### config.mk
export PLATFORM = sky130hd
export DESIGN_NAME = output_terminal_function_select
export DESIGN_NICKNAME = d
export VERILOG_FILES = /design/src/shared/output_select_pkg.sv /design/src/rtl/output_terminal_function_select.sv
export SDC_FILE = /design/constraint.sdc
export NUM_CORES = 1
export LEC_CHECK = 0
export ABC_AREA = 1
export ABC_CLOCK_PERIOD_IN_PS = 5300
export BUFFER_PORTS_ARGS = -buffer_cell sky130_fd_sc_hd__buf_2
export CORE_UTILIZATION = 45
export CTS_CLUSTER_SIZE = 8
export DETAILED_ROUTE_END_ITERATION = 8
export GPL_TIMING_DRIVEN = 0
export SLEW_MARGIN = 40
export SYNTH_ARGS = -nofsm -noshare
export SYNTH_HDL_FRONTEND = slang
export SYNTH_SLANG_ARGS = --single-unit
export TNS_END_PERCENT = 30
### constraint.sdc
create_clock -name clock_in -period 5.3 [get_ports clock_in]
set_input_delay 0.53 -clock clock_in [delete_from_list [all_inputs] [get_ports clock_in]]
set_output_delay 0.53 -clock clock_in [all_outputs]
set_load 0.02 [all_outputs]
### src/shared/output_select_pkg.sv
// Constants and types shared by the output terminal function selector
package output_select_pkg;

  // System clock rate
  localparam int unsigned CLK_HZ         = 100_000_000;

  // Register port geometry
  localparam int unsigned ADDR_W         = 4;
  localparam int unsigned DATA_W         = 16;
  localparam int unsigned TERM_N         = 4;

  // Register offsets (word index on the register port)
  localparam logic [3:0]  OFF_HS_MODE    = 4'h0;
  localparam logic [3:0]  OFF_FN_BASE    = 4'h1;  // Switch, relay one, relay two, collector
  localparam logic [3:0]  OFF_POLARITY   = 4'h5;
  localparam logic [3:0]  OFF_DELAY_BASE = 4'h6;  // Four delay registers follow
  localparam logic [3:0]  OFF_STATUS     = 4'hA;

  // Reset values
  localparam logic [15:0] RST_HS_MODE    = 16'h0000;
  localparam logic [15:0] RST_SWITCH_FN  = 16'h0000;
  localparam logic [15:0] RST_RELAY1_FN  = 16'h0002;
  localparam logic [15:0] RST_RELAY2_FN  = 16'h0000;
  localparam logic [15:0] RST_COLL_FN    = 16'h0001;
  localparam logic [15:0] RST_POLARITY   = 16'h0000;
  localparam logic [15:0] RST_DELAY      = 16'h0000;

  // High-speed terminal mode values
  localparam logic        HS_MODE_PULSE  = 1'b0;
  localparam logic        HS_MODE_SWITCH = 1'b1;

  // Selection code range and field layout
  localparam logic [15:0] CODE_MAX       = 16'h0028;  // Forty
  localparam int unsigned CODE_N         = 41;

  // Output delay: 0.1 s steps, at most 3600.0 s
  localparam int unsigned STEP_MS        = 100;
  localparam int unsigned DELAY_MAX_S    = 3600;
  localparam logic [15:0] DELAY_MAX_STEP = 16'(DELAY_MAX_S * 1000 / STEP_MS);
  localparam int unsigned TICK_CYCLES    = CLK_HZ / 1000 * STEP_MS;

  // Sequencer cycle-complete pulse width
  localparam int unsigned PULSE_MS       = 250;
  localparam int unsigned PULSE_CYCLES   = CLK_HZ / 1000 * PULSE_MS;

  // Drive overload pre-warning lead, in delay steps
  localparam int unsigned OVL_LEAD_S     = 10;
  localparam logic [15:0] OVL_LEAD_STEP  = 16'(OVL_LEAD_S * 1000 / STEP_MS);

  // Terminal index, also the polarity digit position
  typedef enum logic [1:0] {
    TERM_SWITCH    = 2'b00,
    TERM_RELAY_ONE = 2'b01,
    TERM_RELAY_TWO = 2'b10,
    TERM_COLLECTOR = 2'b11
  } term_t;

endpackage

### src/rtl/output_terminal_function_select.sv
// Output terminal function selector with polarity, delay and register port
//
// Summary of operation
// - High-speed terminal: 0 pulse, 1 switch mode
// - Each terminal has own code 0..40
// - Reset codes: relay one 2, collector 1
// - Code 0 keeps terminal inactive
// - Code 3: active on fault stop
// - Code 4: motor overload pre-warning active
// - Code 5: active 10 s before overload
// - Code 6: zero frequency running, off stopped
// - Code 7: zero frequency, on when stopped
// - Code 8: upper frequency limit reached
// - Code 9: lower limit, off when stopped
// - Codes 10/11: set or designated count reached
// - Code 12: actual length above setpoint
// - Code 13: 250 ms pulse per cycle
// - Code 14: running time above threshold
// - Code 15: set frequency beyond limit, reached
// - Code 16: torque limit with stall protection
// - Code 17: circuits stable, no fault, ready
// - Code 18: drive running, zero included
// - Code 19: first analog above second
// - Code 20: undervoltage state
// - Per-terminal polarity digit inverts sense
// - Programmable output delay, 0.1 s steps
`timescale 1ns/1ps

module output_terminal_function_select
  import output_select_pkg::*;
#(
  parameter int unsigned TICK_CYC  = TICK_CYCLES,   // Cycles per 0.1 s step
  parameter int unsigned PULSE_CYC = PULSE_CYCLES   // Cycles in the 250 ms pulse
) (
  input  wire logic              clock_in,                 // System clock
  input  wire logic              nrst_in,                  // Async reset, active low
  // Register port
  input  wire logic [ADDR_W-1:0] reg_addr_in,              // Word index
  input  wire logic [DATA_W-1:0] reg_wdata_in,             // Write data
  input  wire logic              reg_wr_in,                // Write strobe
  input  wire logic              reg_rd_in,                // Read strobe
  output logic      [DATA_W-1:0] reg_rdata_out,            // Read data, one cycle later
  // Drive status conditions, same clock domain
  input  wire logic              running_in,               // Drive running
  input  wire logic              fault_stop_in,            // Stopped by a fault
  input  wire logic              freq_reached_in,          // Frequency reached
  input  wire logic              freq_level_detect_one_in, // Level detect one output
  input  wire logic              motor_overload_warn_in,   // Motor load over pre-warning
  input  wire logic              drive_overload_accum_in,  // Drive overload accumulating
  input  wire logic [15:0]       drive_overload_left_in,   // Steps left to protection
  input  wire logic              output_freq_zero_in,      // Output frequency is zero
  input  wire logic              at_upper_limit_in,        // Running at upper limit
  input  wire logic              at_lower_limit_in,        // Running at lower limit
  input  wire logic              set_freq_beyond_in,       // Set frequency beyond a limit
  input  wire logic              count_set_reached_in,     // Count hit set value
  input  wire logic              count_desig_reached_in,   // Count hit designated value
  input  wire logic [15:0]       length_actual_in,         // Detected length
  input  wire logic [15:0]       length_setpoint_in,       // Length setpoint
  input  wire logic              sequencer_cycle_done_in,  // Sequencer cycle done
  input  wire logic [15:0]       run_time_in,              // Accumulated running time
  input  wire logic [15:0]       run_time_limit_in,        // Running time threshold
  input  wire logic              speed_mode_in,            // Speed control mode
  input  wire logic              torque_at_limit_in,       // Torque at its limit
  input  wire logic              stall_protect_in,         // Stall protection active
  input  wire logic              circuits_stable_in,       // Main and control stable
  input  wire logic              ready_in,                 // Drive ready to run
  input  wire logic [15:0]       first_analog_input_in,    // First analog value
  input  wire logic [15:0]       second_analog_input_in,   // Second analog value
  input  wire logic              undervoltage_in,          // Undervoltage state
  // Terminal outputs
  output logic                   pulse_output_mode_out,    // High-speed pin in pulse mode
  output logic                   switch_output_out,        // High-speed pin, switch level
  output logic                   relay_one_out,            // Relay one coil
  output logic                   relay_two_out,            // Relay two coil
  output logic                   collector_output_out      // Open-collector transistor
);

  localparam int unsigned TICK_W  = $clog2(TICK_CYC + 1);
  localparam int unsigned PULSE_W = $clog2(PULSE_CYC + 1);

  // ---------------- Register storage ----------------
  logic                hs_mode_ff;               // High-speed terminal mode
  logic [DATA_W-1:0]   fn_ff     [TERM_N];       // Selection codes per terminal
  logic [TERM_N-1:0]   pol_ff;                   // Polarity digits
  logic [DATA_W-1:0]   dly_ff    [TERM_N];       // Delay in 0.1 s steps
  logic [DATA_W-1:0]   rdata_ff;                 // Read data register

  // ---------------- Datapath state ----------------
  logic [TICK_W-1:0]   tick_cnt_ff;              // Step divider
  logic                tick;                     // One-cycle 0.1 s enable
  logic                seq_done_d_ff;            // Edge memory of cycle done
  logic [PULSE_W-1:0]  pulse_cnt_ff;             // Cycle-complete pulse timer
  logic                cycle_pulse;              // Pulse active
  logic [CODE_N-1:0]   cond;                     // Condition per selection code
  logic [TERM_N-1:0]   raw;                      // Selected condition per terminal
  logic [TERM_N-1:0]   state_ff;                 // Delivered logical state
  logic [TERM_N-1:0]   pin_ff;                   // Pin drive after polarity
  logic [DATA_W-1:0]   hold_cnt_ff [TERM_N];     // Delay counter per terminal

  // ---------------- Address decode ----------------
  wire                 hit_mode   = (reg_addr_in == OFF_HS_MODE);
  wire                 hit_pol    = (reg_addr_in == OFF_POLARITY);
  wire                 hit_status = (reg_addr_in == OFF_STATUS);
  wire                 hit_fn     = (reg_addr_in >= OFF_FN_BASE) &&
                                    (reg_addr_in <  OFF_FN_BASE + 4'(TERM_N));
  wire                 hit_dly    = (reg_addr_in >= OFF_DELAY_BASE) &&
                                    (reg_addr_in <  OFF_DELAY_BASE + 4'(TERM_N));
  wire [ADDR_W-1:0]    fn_off     = reg_addr_in - OFF_FN_BASE;
  wire [ADDR_W-1:0]    dly_off    = reg_addr_in - OFF_DELAY_BASE;
  wire [1:0]           fn_idx     = fn_off[1:0];
  wire [1:0]           dly_idx    = dly_off[1:0];

  // Delay writes beyond the longest step count are clamped, not wrapped
  wire [DATA_W-1:0]    dly_wval   = (reg_wdata_in > DELAY_MAX_STEP) ?
                                    DELAY_MAX_STEP : reg_wdata_in;

  // Status word: pins in low nibble, delivered state, then raw selection
  wire [DATA_W-1:0]    status_word = {3'h0, hs_mode_ff, raw, state_ff, pin_ff};

  // Read mux; unmapped addresses read as zero
  wire [DATA_W-1:0]    rd_value =
    hit_mode   ? {{(DATA_W-1){1'b0}}, hs_mode_ff} :
    hit_fn     ? fn_ff[fn_idx] :
    hit_pol    ? {{(DATA_W-TERM_N){1'b0}}, pol_ff} :
    hit_dly    ? dly_ff[dly_idx] :
    hit_status ? status_word :
                 {DATA_W{1'b0}};

  // Mode, polarity and read data registers
  always_ff @(posedge clock_in or negedge nrst_in) begin
    if (!nrst_in) begin
      hs_mode_ff <= RST_HS_MODE[0];
      pol_ff     <= RST_POLARITY[TERM_N-1:0];
      rdata_ff   <= 16'h0000;
    end else begin
      if (reg_wr_in && hit_mode) begin
        hs_mode_ff <= reg_wdata_in[0];
      end
      if (reg_wr_in && hit_pol) begin
        pol_ff <= reg_wdata_in[TERM_N-1:0];
      end
      // Read data stands only in the cycle after the strobe
      rdata_ff <= reg_rd_in ? rd_value : 16'h0000;
    end
  end

  assign reg_rdata_out = rdata_ff;

  // ---------------- Step divider ----------------
  assign tick = (tick_cnt_ff == TICK_W'(TICK_CYC - 1));

  // Free-running 0.1 s enable; delays are therefore accurate to one step
  always_ff @(posedge clock_in or negedge nrst_in) begin
    if (!nrst_in) begin
      tick_cnt_ff <= '0;
    end else begin
      tick_cnt_ff <= tick ? '0 : tick_cnt_ff + TICK_W'(1);
    end
  end

  // ---------------- Sequencer cycle pulse ----------------
  wire seq_done_rise = sequencer_cycle_done_in & ~seq_done_d_ff;

  assign cycle_pulse = (pulse_cnt_ff != '0);

  // fixed-width pulse timer; a new cycle restarts the full width
  always_ff @(posedge clock_in or negedge nrst_in) begin
    if (!nrst_in) begin
      seq_done_d_ff <= 1'b0;
      pulse_cnt_ff  <= '0;
    end else begin
      seq_done_d_ff <= sequencer_cycle_done_in;
      if (seq_done_rise) begin
        pulse_cnt_ff <= PULSE_W'(PULSE_CYC);
      end else if (cycle_pulse) begin
        pulse_cnt_ff <= pulse_cnt_ff - PULSE_W'(1);
      end
    end
  end

  // ---------------- Condition table ----------------
  // code zero has no function
  assign cond[0]  = 1'b0;
  assign cond[1]  = freq_reached_in;
  assign cond[2]  = freq_level_detect_one_in;
  assign cond[3]  = fault_stop_in;
  assign cond[4]  = motor_overload_warn_in;
  assign cond[5]  = drive_overload_accum_in && (drive_overload_left_in <= OVL_LEAD_STEP);
  assign cond[6]  = running_in && output_freq_zero_in;
  // zero speed, held on when stopped
  assign cond[7]  = output_freq_zero_in || !running_in;
  assign cond[8]  = at_upper_limit_in;
  // lower limit, forced off when stopped
  assign cond[9]  = running_in && at_lower_limit_in;
  assign cond[10] = count_set_reached_in;
  assign cond[11] = count_desig_reached_in;
  assign cond[12] = (length_actual_in > length_setpoint_in);
  assign cond[13] = cycle_pulse;
  assign cond[14] = (run_time_in > run_time_limit_in);
  assign cond[15] = set_freq_beyond_in && (at_upper_limit_in || at_lower_limit_in);
  assign cond[16] = speed_mode_in && torque_at_limit_in && stall_protect_in;
  assign cond[17] = circuits_stable_in && !fault_stop_in && ready_in;
  assign cond[18] = running_in;
  assign cond[19] = (first_analog_input_in > second_analog_input_in);
  assign cond[20] = undervoltage_in;
  // reserved and unimplemented codes up to 36 stay off
  assign cond[36:21] = '0;
  // Lower limit reached, held on while stopped
  assign cond[37] = at_lower_limit_in || !running_in;
  assign cond[40:38] = '0;

  // ---------------- Per-terminal logic ----------------
  genvar t;
  generate
    for (t = 0; t < TERM_N; t++) begin : g_term
      logic [DATA_W-1:0] code;                     // This terminal's code
      logic              in_range;                 // Code within table
      logic              enabled;                  // Terminal allowed to switch
      logic              wr_fn;                    // Code register write
      logic              wr_dly;                   // Delay register write
      logic              settled;                  // Never short of the set delay

      assign code     = fn_ff[t];
      assign in_range = (code <= CODE_MAX);
      // switch function only in switch mode
      assign enabled  = (t != int'(TERM_SWITCH)) || (hs_mode_ff == HS_MODE_SWITCH);
      assign raw[t]   = enabled && in_range && cond[code[5:0]];
      assign wr_fn    = reg_wr_in && hit_fn && (fn_idx == 2'(t));
      assign wr_dly   = reg_wr_in && hit_dly && (dly_idx == 2'(t));
      assign settled  = (dly_ff[t] == '0) || (hold_cnt_ff[t] > dly_ff[t]);

      // Code and delay registers
      always_ff @(posedge clock_in or negedge nrst_in) begin
        if (!nrst_in) begin
          fn_ff[t]  <= (t == int'(TERM_RELAY_ONE)) ? RST_RELAY1_FN :
                       (t == int'(TERM_COLLECTOR)) ? RST_COLL_FN   :
                       (t == int'(TERM_RELAY_TWO)) ? RST_RELAY2_FN : RST_SWITCH_FN;
          dly_ff[t] <= RST_DELAY;
        end else begin
          if (wr_fn) begin
            fn_ff[t] <= reg_wdata_in;
          end
          if (wr_dly) begin
            dly_ff[t] <= dly_wval;
          end
        end
      end

      // Delay stage; a change that reverts before settling is dropped
      always_ff @(posedge clock_in or negedge nrst_in) begin
        if (!nrst_in) begin
          state_ff[t]    <= 1'b0;
          hold_cnt_ff[t] <= '0;
        end else if (raw[t] == state_ff[t]) begin
          // No pending change
          hold_cnt_ff[t] <= '0;
        end else if (settled) begin
          state_ff[t]    <= raw[t];
          hold_cnt_ff[t] <= '0;
        end else if (tick) begin
          hold_cnt_ff[t] <= hold_cnt_ff[t] + 16'h0001;
        end
      end

      always_ff @(posedge clock_in or negedge nrst_in) begin
        if (!nrst_in) begin
          pin_ff[t] <= 1'b0;
        end else begin
          pin_ff[t] <= state_ff[t] ^ pol_ff[t];
        end
      end
    end
  endgenerate

  // ---------------- Outputs ----------------
  // Pulse-frequency scaling sits elsewhere; this only flags the mode
  assign pulse_output_mode_out = (hs_mode_ff == HS_MODE_PULSE);
  assign switch_output_out     = pin_ff[TERM_SWITCH];
  assign relay_one_out         = pin_ff[TERM_RELAY_ONE];
  assign relay_two_out         = pin_ff[TERM_RELAY_TWO];
  assign collector_output_out  = pin_ff[TERM_COLLECTOR];

endmodule

==> flow_summary.ini, run 1 <==
[run_status]
status = completed

[placed_design]
gp_congestion = 0.9285
dpl.cell_count = 3032
pre_cts_slack_ps = 789.8
io_buffers = 173
dp_hpwl_um = 43590

[routing]
dr.pass1.iters = 5
via_per_inst = 5.500
postRouteAntennaNets = 0
dr_total_vias = 16950
drc = 0
drt-total-wl_um = 56250
avgRoutedWirePerCell_um = 18.26
drtIter0Drc = 1556

[floorplan]
rows = 72
coreArea_um2 = 38740
die_w_um = 200.5
die_height_um = 200.5
pin_count = 176
start_util_pct = 45.76
die_area_um2 = 40190

[cells_and_area]
nFillCells = 3798
multi_input_area_um2 = 9203
drive_gt1_share_pct = 12.99
final-instance-count-excl-fill = 3081
fin_nets = 2837
synthToLayoutAreaGrowth_pct = 15.03
regArea_um2 = 6784
diodes = 0

[pwr]
irDropWorstVdd_uv = 210.3
powerDensity_nw_per_um2 = 316.2
power_switching_w = 0.002203
p_seq_share_pct = 41.5
power.total_w = 0.006449
p_int_w = 0.004246
clkPwrFrac_pct = 34.9
pwr-share-comb_pct = 23.6
sw_frac_of_total_pct = 34.16
p_leak_nw = 9.912

[grt]
grt_pass1_wl_um = 90160
grt_usage_pct = 28.31
grt.overflow.total = 0
first_global_vias = 16590
grt_max_degree = 76
antenna_found_initial = 0

[clock_network]
clk_latency_ps = 560
cts-root-buf = clkbuf_16
cts.path.max_buffers = 3
cts_tree = done
ctsResizeCount = 0
htree_num_levels = 2
numCtsBuffers = 39
cts_hold_buf = 1
clkTransAtPathRegs_ps = 50
post-cts-setup-buffers = 0
cts.sinks = 271

[setup_path]
r2r_setup_slack_ps = 2600
worst-endpoint-required_ps = 5750
startpoint_type = primary input
crit_chain = buf_2 > clkbuf_1 > inv_1 > clkbuf_1 > clkbuf_1 > ha_1 > inv_1 > a21oi_1 > o21ai_1 > inv_1 > nand2_1 > nor2_2 > clkbuf_1 > nand2_1 > o21ai_0
cp_max_fo = 13
cp_common_cell = clkbuf_1
slowest_delay_ps = 580
end_kind = register
cp.arrival_ps = 4590
crit_path_top_delay_cell = clkbuf_1
critPathKind = in2reg

[sta]
worst_pin_slew_ps = 856.5
fin_crit_ps = 4144
rsz0062_at_grt = no
finalWorstSetupSlack_ps = 1156
fin_crit_sh_pct = 78.19
fmax_mhz = 241.3
report.final.slew_viol_count = 0
hold_viol = 0
final.setup.tns_ps = 0
setup_viol_count_final = 0
slew_headroom_pct = 42.90
fin_skew_ps = 25.23

[synthesis]
yosysUniqueCellTypes = 58
synth_edf_count = 0
syn_area_um2 = 17730
ys.flop_type = dfrtp_1
ys.warnings.count = 0
yosys_register_bits = 271
yosysSeqAreaShare_pct = 38.27
synth-async-reset-ratio_pct = 100.0
synth_nets = 2619
syn_inst = 2338
syn_area_per_cell_um2 = 7.582

[flow_run]
drv_cap = 0

[worst_hold_path]
hp-class = in2reg
[Yosys cell counts (all sizes together), types with 8 or more instances]
master  number  area share, %
a211oi       9           0.38
a21oi      196            5.7
a31oi       17           0.60
buf         26            1.2
clkbuf      47            1.0
dfrtp      269             38
ha         126            8.9
inv        360            7.6
mux2        16            1.0
nand2      423            9.1
nand3       82            2.5
nand3b       8           0.36
nand4       75            2.7
nor2       219            4.9
nor3        43            1.4
nor4        32            1.1
o211ai      15           0.64
o21a        16           0.68
o21ai      258            7.3
o221ai      13           0.64
or2         14           0.51
xor2        22            1.1
[per-stage QoR]
step,hold WS (ps),instance area [um2],util [%]
floorplan,234.4,17730,-
finish,110.1,20390,52.64
global route,91.51,20390,52.64
detailed placement,459.4,19330,49.91
CTS,77.49,20390,52.64
global placement,455.2,19240,49.67
[worst max-delay path: cells and delay by family]
kind,cells,cell delay (ps)
compound gates,3,650
simple gates,3,770
buf+inv,8,2350
fa+ha+maj,1,280
[sequential cells by signal (all words and copies together), names as in the netlist, 4 cells and up]
| register | cells |
|---|---|
| dly_ff | 64 |
| pulse_cnt_ff | 25 |
| g_term.code | 64 |
| tick_cnt_ff | 24 |
| hold_cnt_ff | 64 |
| state_ff | 4 |
| pol_ff | 4 |
| reg_rdata_out | 16 |
[worst paths after layout]
| path | from | endpoint | cells past startpoint |
|---|---|---|---|
| worst max-delay path | reg_addr_in[0] | g_term[3].code[10]$_DFFE_PN0P_ | 15 |
| worst min-delay path | sequencer_cycle_done_in | seq_done_d_ff$_DFF_PN0_ | 1 |
| worst max register to register | g_term[3].code[0]$_DFFE_PN1P_ | hold_cnt_ff[6]$_DFFE_PN0P_ | 8 |
| worst min register to register | pulse_cnt_ff[23]$_DFFE_PN0P_ | pulse_cnt_ff[23]$_DFFE_PN0P_ | 1 |
| max in group asynchronous | nrst_in | hold_cnt_ff[46]$_DFFE_PN0P_ | 3 |
| min in group asynchronous | nrst_in | hold_cnt_ff[22]$_DFFE_PN0P_ | 2 |
[final cells by class]
cell class / instances / area share, %
clock buffer: 46 / 5.019
clock inverter: 2 / 0.1227
buffer: 73 / 1.890
inverter: 361 / 6.645
multi-input combinational: 1633 / 45.13
sequential: 271 / 33.27
timing repair buffer: 177 / 4.749
tap: 518 / 3.178
[metal layers]
| metal | track usage, % | wire, um | up-vias | part of all wire, % |
|---|---|---|---|---|
| met5 | 0 | 0 | - | 0 |
| met4 | 12.76 | 2408 | 0 | 4.3 |
| met3 | 4.562 | 3604 | 142 | 6.4 |
| met2 | 44.78 | 25100 | 638 | 45 |
| met1 | 38.20 | 25130 | 7887 | 45 |
| li1 | - | - | 8278 | - |
[cell families after synthesis]
family	count (synthesis)	synth area share (%)
buffers and inverters	434	9.818
XOR/XNOR	24	1.186
AO/OA/AOI/OAI	562	17.77
adder cells (fa/ha/maj)	126	8.893
multiplexers	16	1.016
AND/OR/NAND/NOR	905	23.04
flip-flops	271	38.27
[layout by cell type (no fill, tap or decap), types with 8 or more instances in the layout]
cell type	instances
a211oi_1	9
a21oi_1	186
a21oi_2	10
a31oi_1	17
buf_2	183
buf_6	11
clkbuf_1	53
clkbuf_16	40
dfrtp_1	269
ha_1	126
inv_1	355
mux2_2	16
nand2_1	414
nand2_2	8
nand3_1	76
nand4_1	74
nor2_1	205
nor2_2	11
nor3_1	39
nor4_1	32
o211ai_1	15
o21a_1	16
o21ai_0	240
o21ai_1	18
o221ai_1	13
or2_2	9
xor2_1	22
[power groups by stage]
stage	clock [W]	sequential [W]	combinational, W
after detailed placement	0	0.00269	0.00150
after global placement	0	0.00269	0.00145
after floorplan	0	0.00261	0.000970
after CTS	0.00229	0.00266	0.00151
after global routing	0.00237	0.00271	0.00171
final	0.00225	0.00268	0.00152
Note: power is estimated with default switching activity, not from simulation.
==> run 2, diff against run 1 <==
--- a/config.mk
+++ b/config.mk
@@ -6,7 +6,7 @@
 export NUM_CORES = 1
 export LEC_CHECK = 0
 export ABC_AREA = 1
-export ABC_CLOCK_PERIOD_IN_PS = 5300
+export ABC_CLOCK_PERIOD_IN_PS = 4100
 export BUFFER_PORTS_ARGS = -buffer_cell sky130_fd_sc_hd__buf_2
 export CORE_UTILIZATION = 45
 export CTS_CLUSTER_SIZE = 8
==> constraint.sdc (replaced) <==
create_clock -name clock_in -period 4.1 [get_ports clock_in]
set_input_delay 0.41 -clock clock_in [delete_from_list [all_inputs] [get_ports clock_in]]
set_output_delay 0.41 -clock clock_in [all_outputs]
set_load 0.02 [all_outputs]
==> run 2 against run 1 <==
  * Cell area hardly changed
  * Worst hold slack gained 8.6 ps
  * Non-clock buffer count rose by 1
  * Critical endpoint unchanged
==> flow_summary.ini, run 2 (synthesis gave the netlist of run 1 again) <==
[setup_path]
end_kind = register
worstReg2RegEnd = hold_cnt_ff[6]$_DFFE_PN0P_
r2r_cells = 8
startpoint_type = primary input
worstReg2RegStart = g_term[3].code[0]$_DFFE_PN1P_
crit_chain = buf_2 > clkbuf_1 > inv_1 > clkbuf_1 > clkbuf_2 > ha_1 > inv_1 > a21oi_1 > o21ai_1 > inv_1 > nand2_1 > nor2_2 > clkbuf_1 > nand2_1 > o21ai_0
crit_family = buffers and inverters
crit_path_top_delay_cell = clkbuf_1
path_buf_inv = 8
critPathKind = in2reg
slowest_delay_ps = 470
cp_max_fo = 13
r2r_setup_slack_ps = 1380
worst-endpoint-required_ps = 4550
cp.arrival_ps = 4230

[clock_network]
post-cts-setup-buffers = 0
clkTransAtPathRegs_ps = 50
cts.sinks = 271
htree_num_levels = 2
clk_latency_ps = 560
cts.path.max_buffers = 3
numCtsBuffers = 39
cts-root-buf = clkbuf_16
cts_tree = done

[sta]
fin_skew_ps = 26.10
worst_hold_slack_ps = 118.7
rsz0062_at_grt = no
final.setup.tns_ps = 0
worst_pin_slew_ps = 877.7
fin_crit_ps = 3776
setup_viol_count_final = 0
hold_viol = 0
fin_crit_sh_pct = 92.11
report.final.slew_viol_count = 0
fmax_mhz = 264.8
slew_headroom_pct = 41.49

[flow_run]
drv_cap = 0

[floorplan]
start_util_pct = 45.76
die_area_um2 = 40190
die_w_um = 200.5
pin_count = 176
rows = 72
coreArea_um2 = 38740
die_height_um = 200.5

[routing]
postRouteAntennaNets = 0
avgRoutedWirePerCell_um = 18.24
drtIter0Drc = 1557
via_per_inst = 5.495
dr_total_vias = 16940
drc = 0
drt-total-wl_um = 56230
dr.pass1.iters = 7

[worst_hold_path]
hp-class = in2reg
holdPathEnd = g_term[0].code[11]$_DFFE_PN0P_
hold_depth = 3
min_from = reg_wdata_in[11]

[pwr]
clkPwrFrac_pct = 34.9
p_leak_nw = 9.919
sw_frac_of_total_pct = 34.18
p_int_w = 0.005489
power_switching_w = 0.002850
irDropWorstVdd_uv = 271.2
p_seq_share_pct = 41.5
powerDensity_nw_per_um2 = 408.7
pwr-share-comb_pct = 23.6

[placed_design]
dpl.cell_count = 3032
dp_hpwl_um = 43590
io_buffers = 173
gp_congestion = 0.9285

[run_status]
status = completed

[cells_and_area]
final-instance-count-excl-fill = 3082
fin_nets = 2838
utilization_pct = 52.67
synthToLayoutAreaGrowth_pct = 15.10
diodes = 0
drive_gt1_share_pct = 13.03
layout_commonest_cell = nand2_1
final_cell_mix = nand2_1 (414), inv_1 (355), dfrtp_1 (269), o21ai_0 (240), nor2_1 (205)
biggestRegsByFlops = dly_ff: 64 flops, g_term.code: 64 flops, hold_cnt_ff: 64 flops
nFillCells = 3796

[grt]
grt_pass1_wl_um = 90180
grt.overflow.total = 0
grt_max_degree = 76
antenna_found_initial = 0
first_global_vias = 16590
grt_usage_pct = 28.31
-- run 2: worst max path at each step --
stage | to | slack, ps | startpoint | depth (start not counted)
final | g_term[3].code[10]$_DFFE_PN0P_ | 320 | reg_addr_in[0] | 15
after global routing | g_term[0].code[4]$_DFFE_PN0P_ | 110 | reg_addr_in[0] | 14
after CTS | g_term[0].code[4]$_DFFE_PN0P_ | 270 | reg_addr_in[0] | 14
after detailed placement | g_term[0].code[4]$_DFFE_PN0P_ | -290 | reg_addr_in[0] | 14
after global placement | hold_cnt_ff[60]$_DFFE_PN0P_ | -2450 | nrst_in | 1
after floorplan | g_term[0].code[10]$_DFFE_PN0P_ | 1100 | reg_addr_in[0] | 14
-- run 2: what timing repair did --
item | CTS | global route
hold buffers | 2 | 0
endpoints found under the setup margin | 0 | 31
gates resized for setup | 0 | 2
endpoints found under the hold margin | 63 | 0
-- run 2: layout make-up --
class                           instances  area, um2  area share, %
Multi-Input combinational cell       1633       9203          45.10
Inverter                              361       1355          6.641
Sequential cell                       271       6784          33.25
Timing Repair Buffer                  178      978.4          4.795
Tap cell                              518      648.1          3.177
Clock inverter                          2      25.02         0.1226
Buffer                                 73      386.6          1.895
Clock buffer                           46       1023          5.016
-- run 2: layer usage --
layer	GRT usage (%)	wire length [um]	vias to the layer above
met5	0	0	-
met4	12.76	2384	0
met3	4.562	3762	138
met2	44.79	25020	648
met1	38.20	25060	7895
li1	-	-	8255
-- run 2: power groups by stage --
stage / clock network [W] / registers (W) / logic, W
final: 0.00291 / 0.00346 / 0.00197
after global routing: 0.00307 / 0.00350 / 0.00222
after CTS: 0.00297 / 0.00345 / 0.00195
after detailed placement: 0 / 0.00348 / 0.00194
after global placement: 0 / 0.00348 / 0.00188
after floorplan: 0 / 0.00337 / 0.00125
-- run 2: worst min-delay path, stage by stage --
cell and delay [ps]:
buf_2 110, nand2_1 50, o21ai_0 60
-- run 2: per-stage QoR --
stage / worst slack (ps) / cell area [um2] / total power, W
finish: 323.6 / 20400 / 0.008340
global route: 109.3 / 20400 / 0.008786
CTS: 265.7 / 20400 / 0.008358
detailed placement: -290.2 / 19330 / 0.005419
global placement: -2450 / 19240 / 0.005359
floorplan: 1102 / 17730 / 0.004627
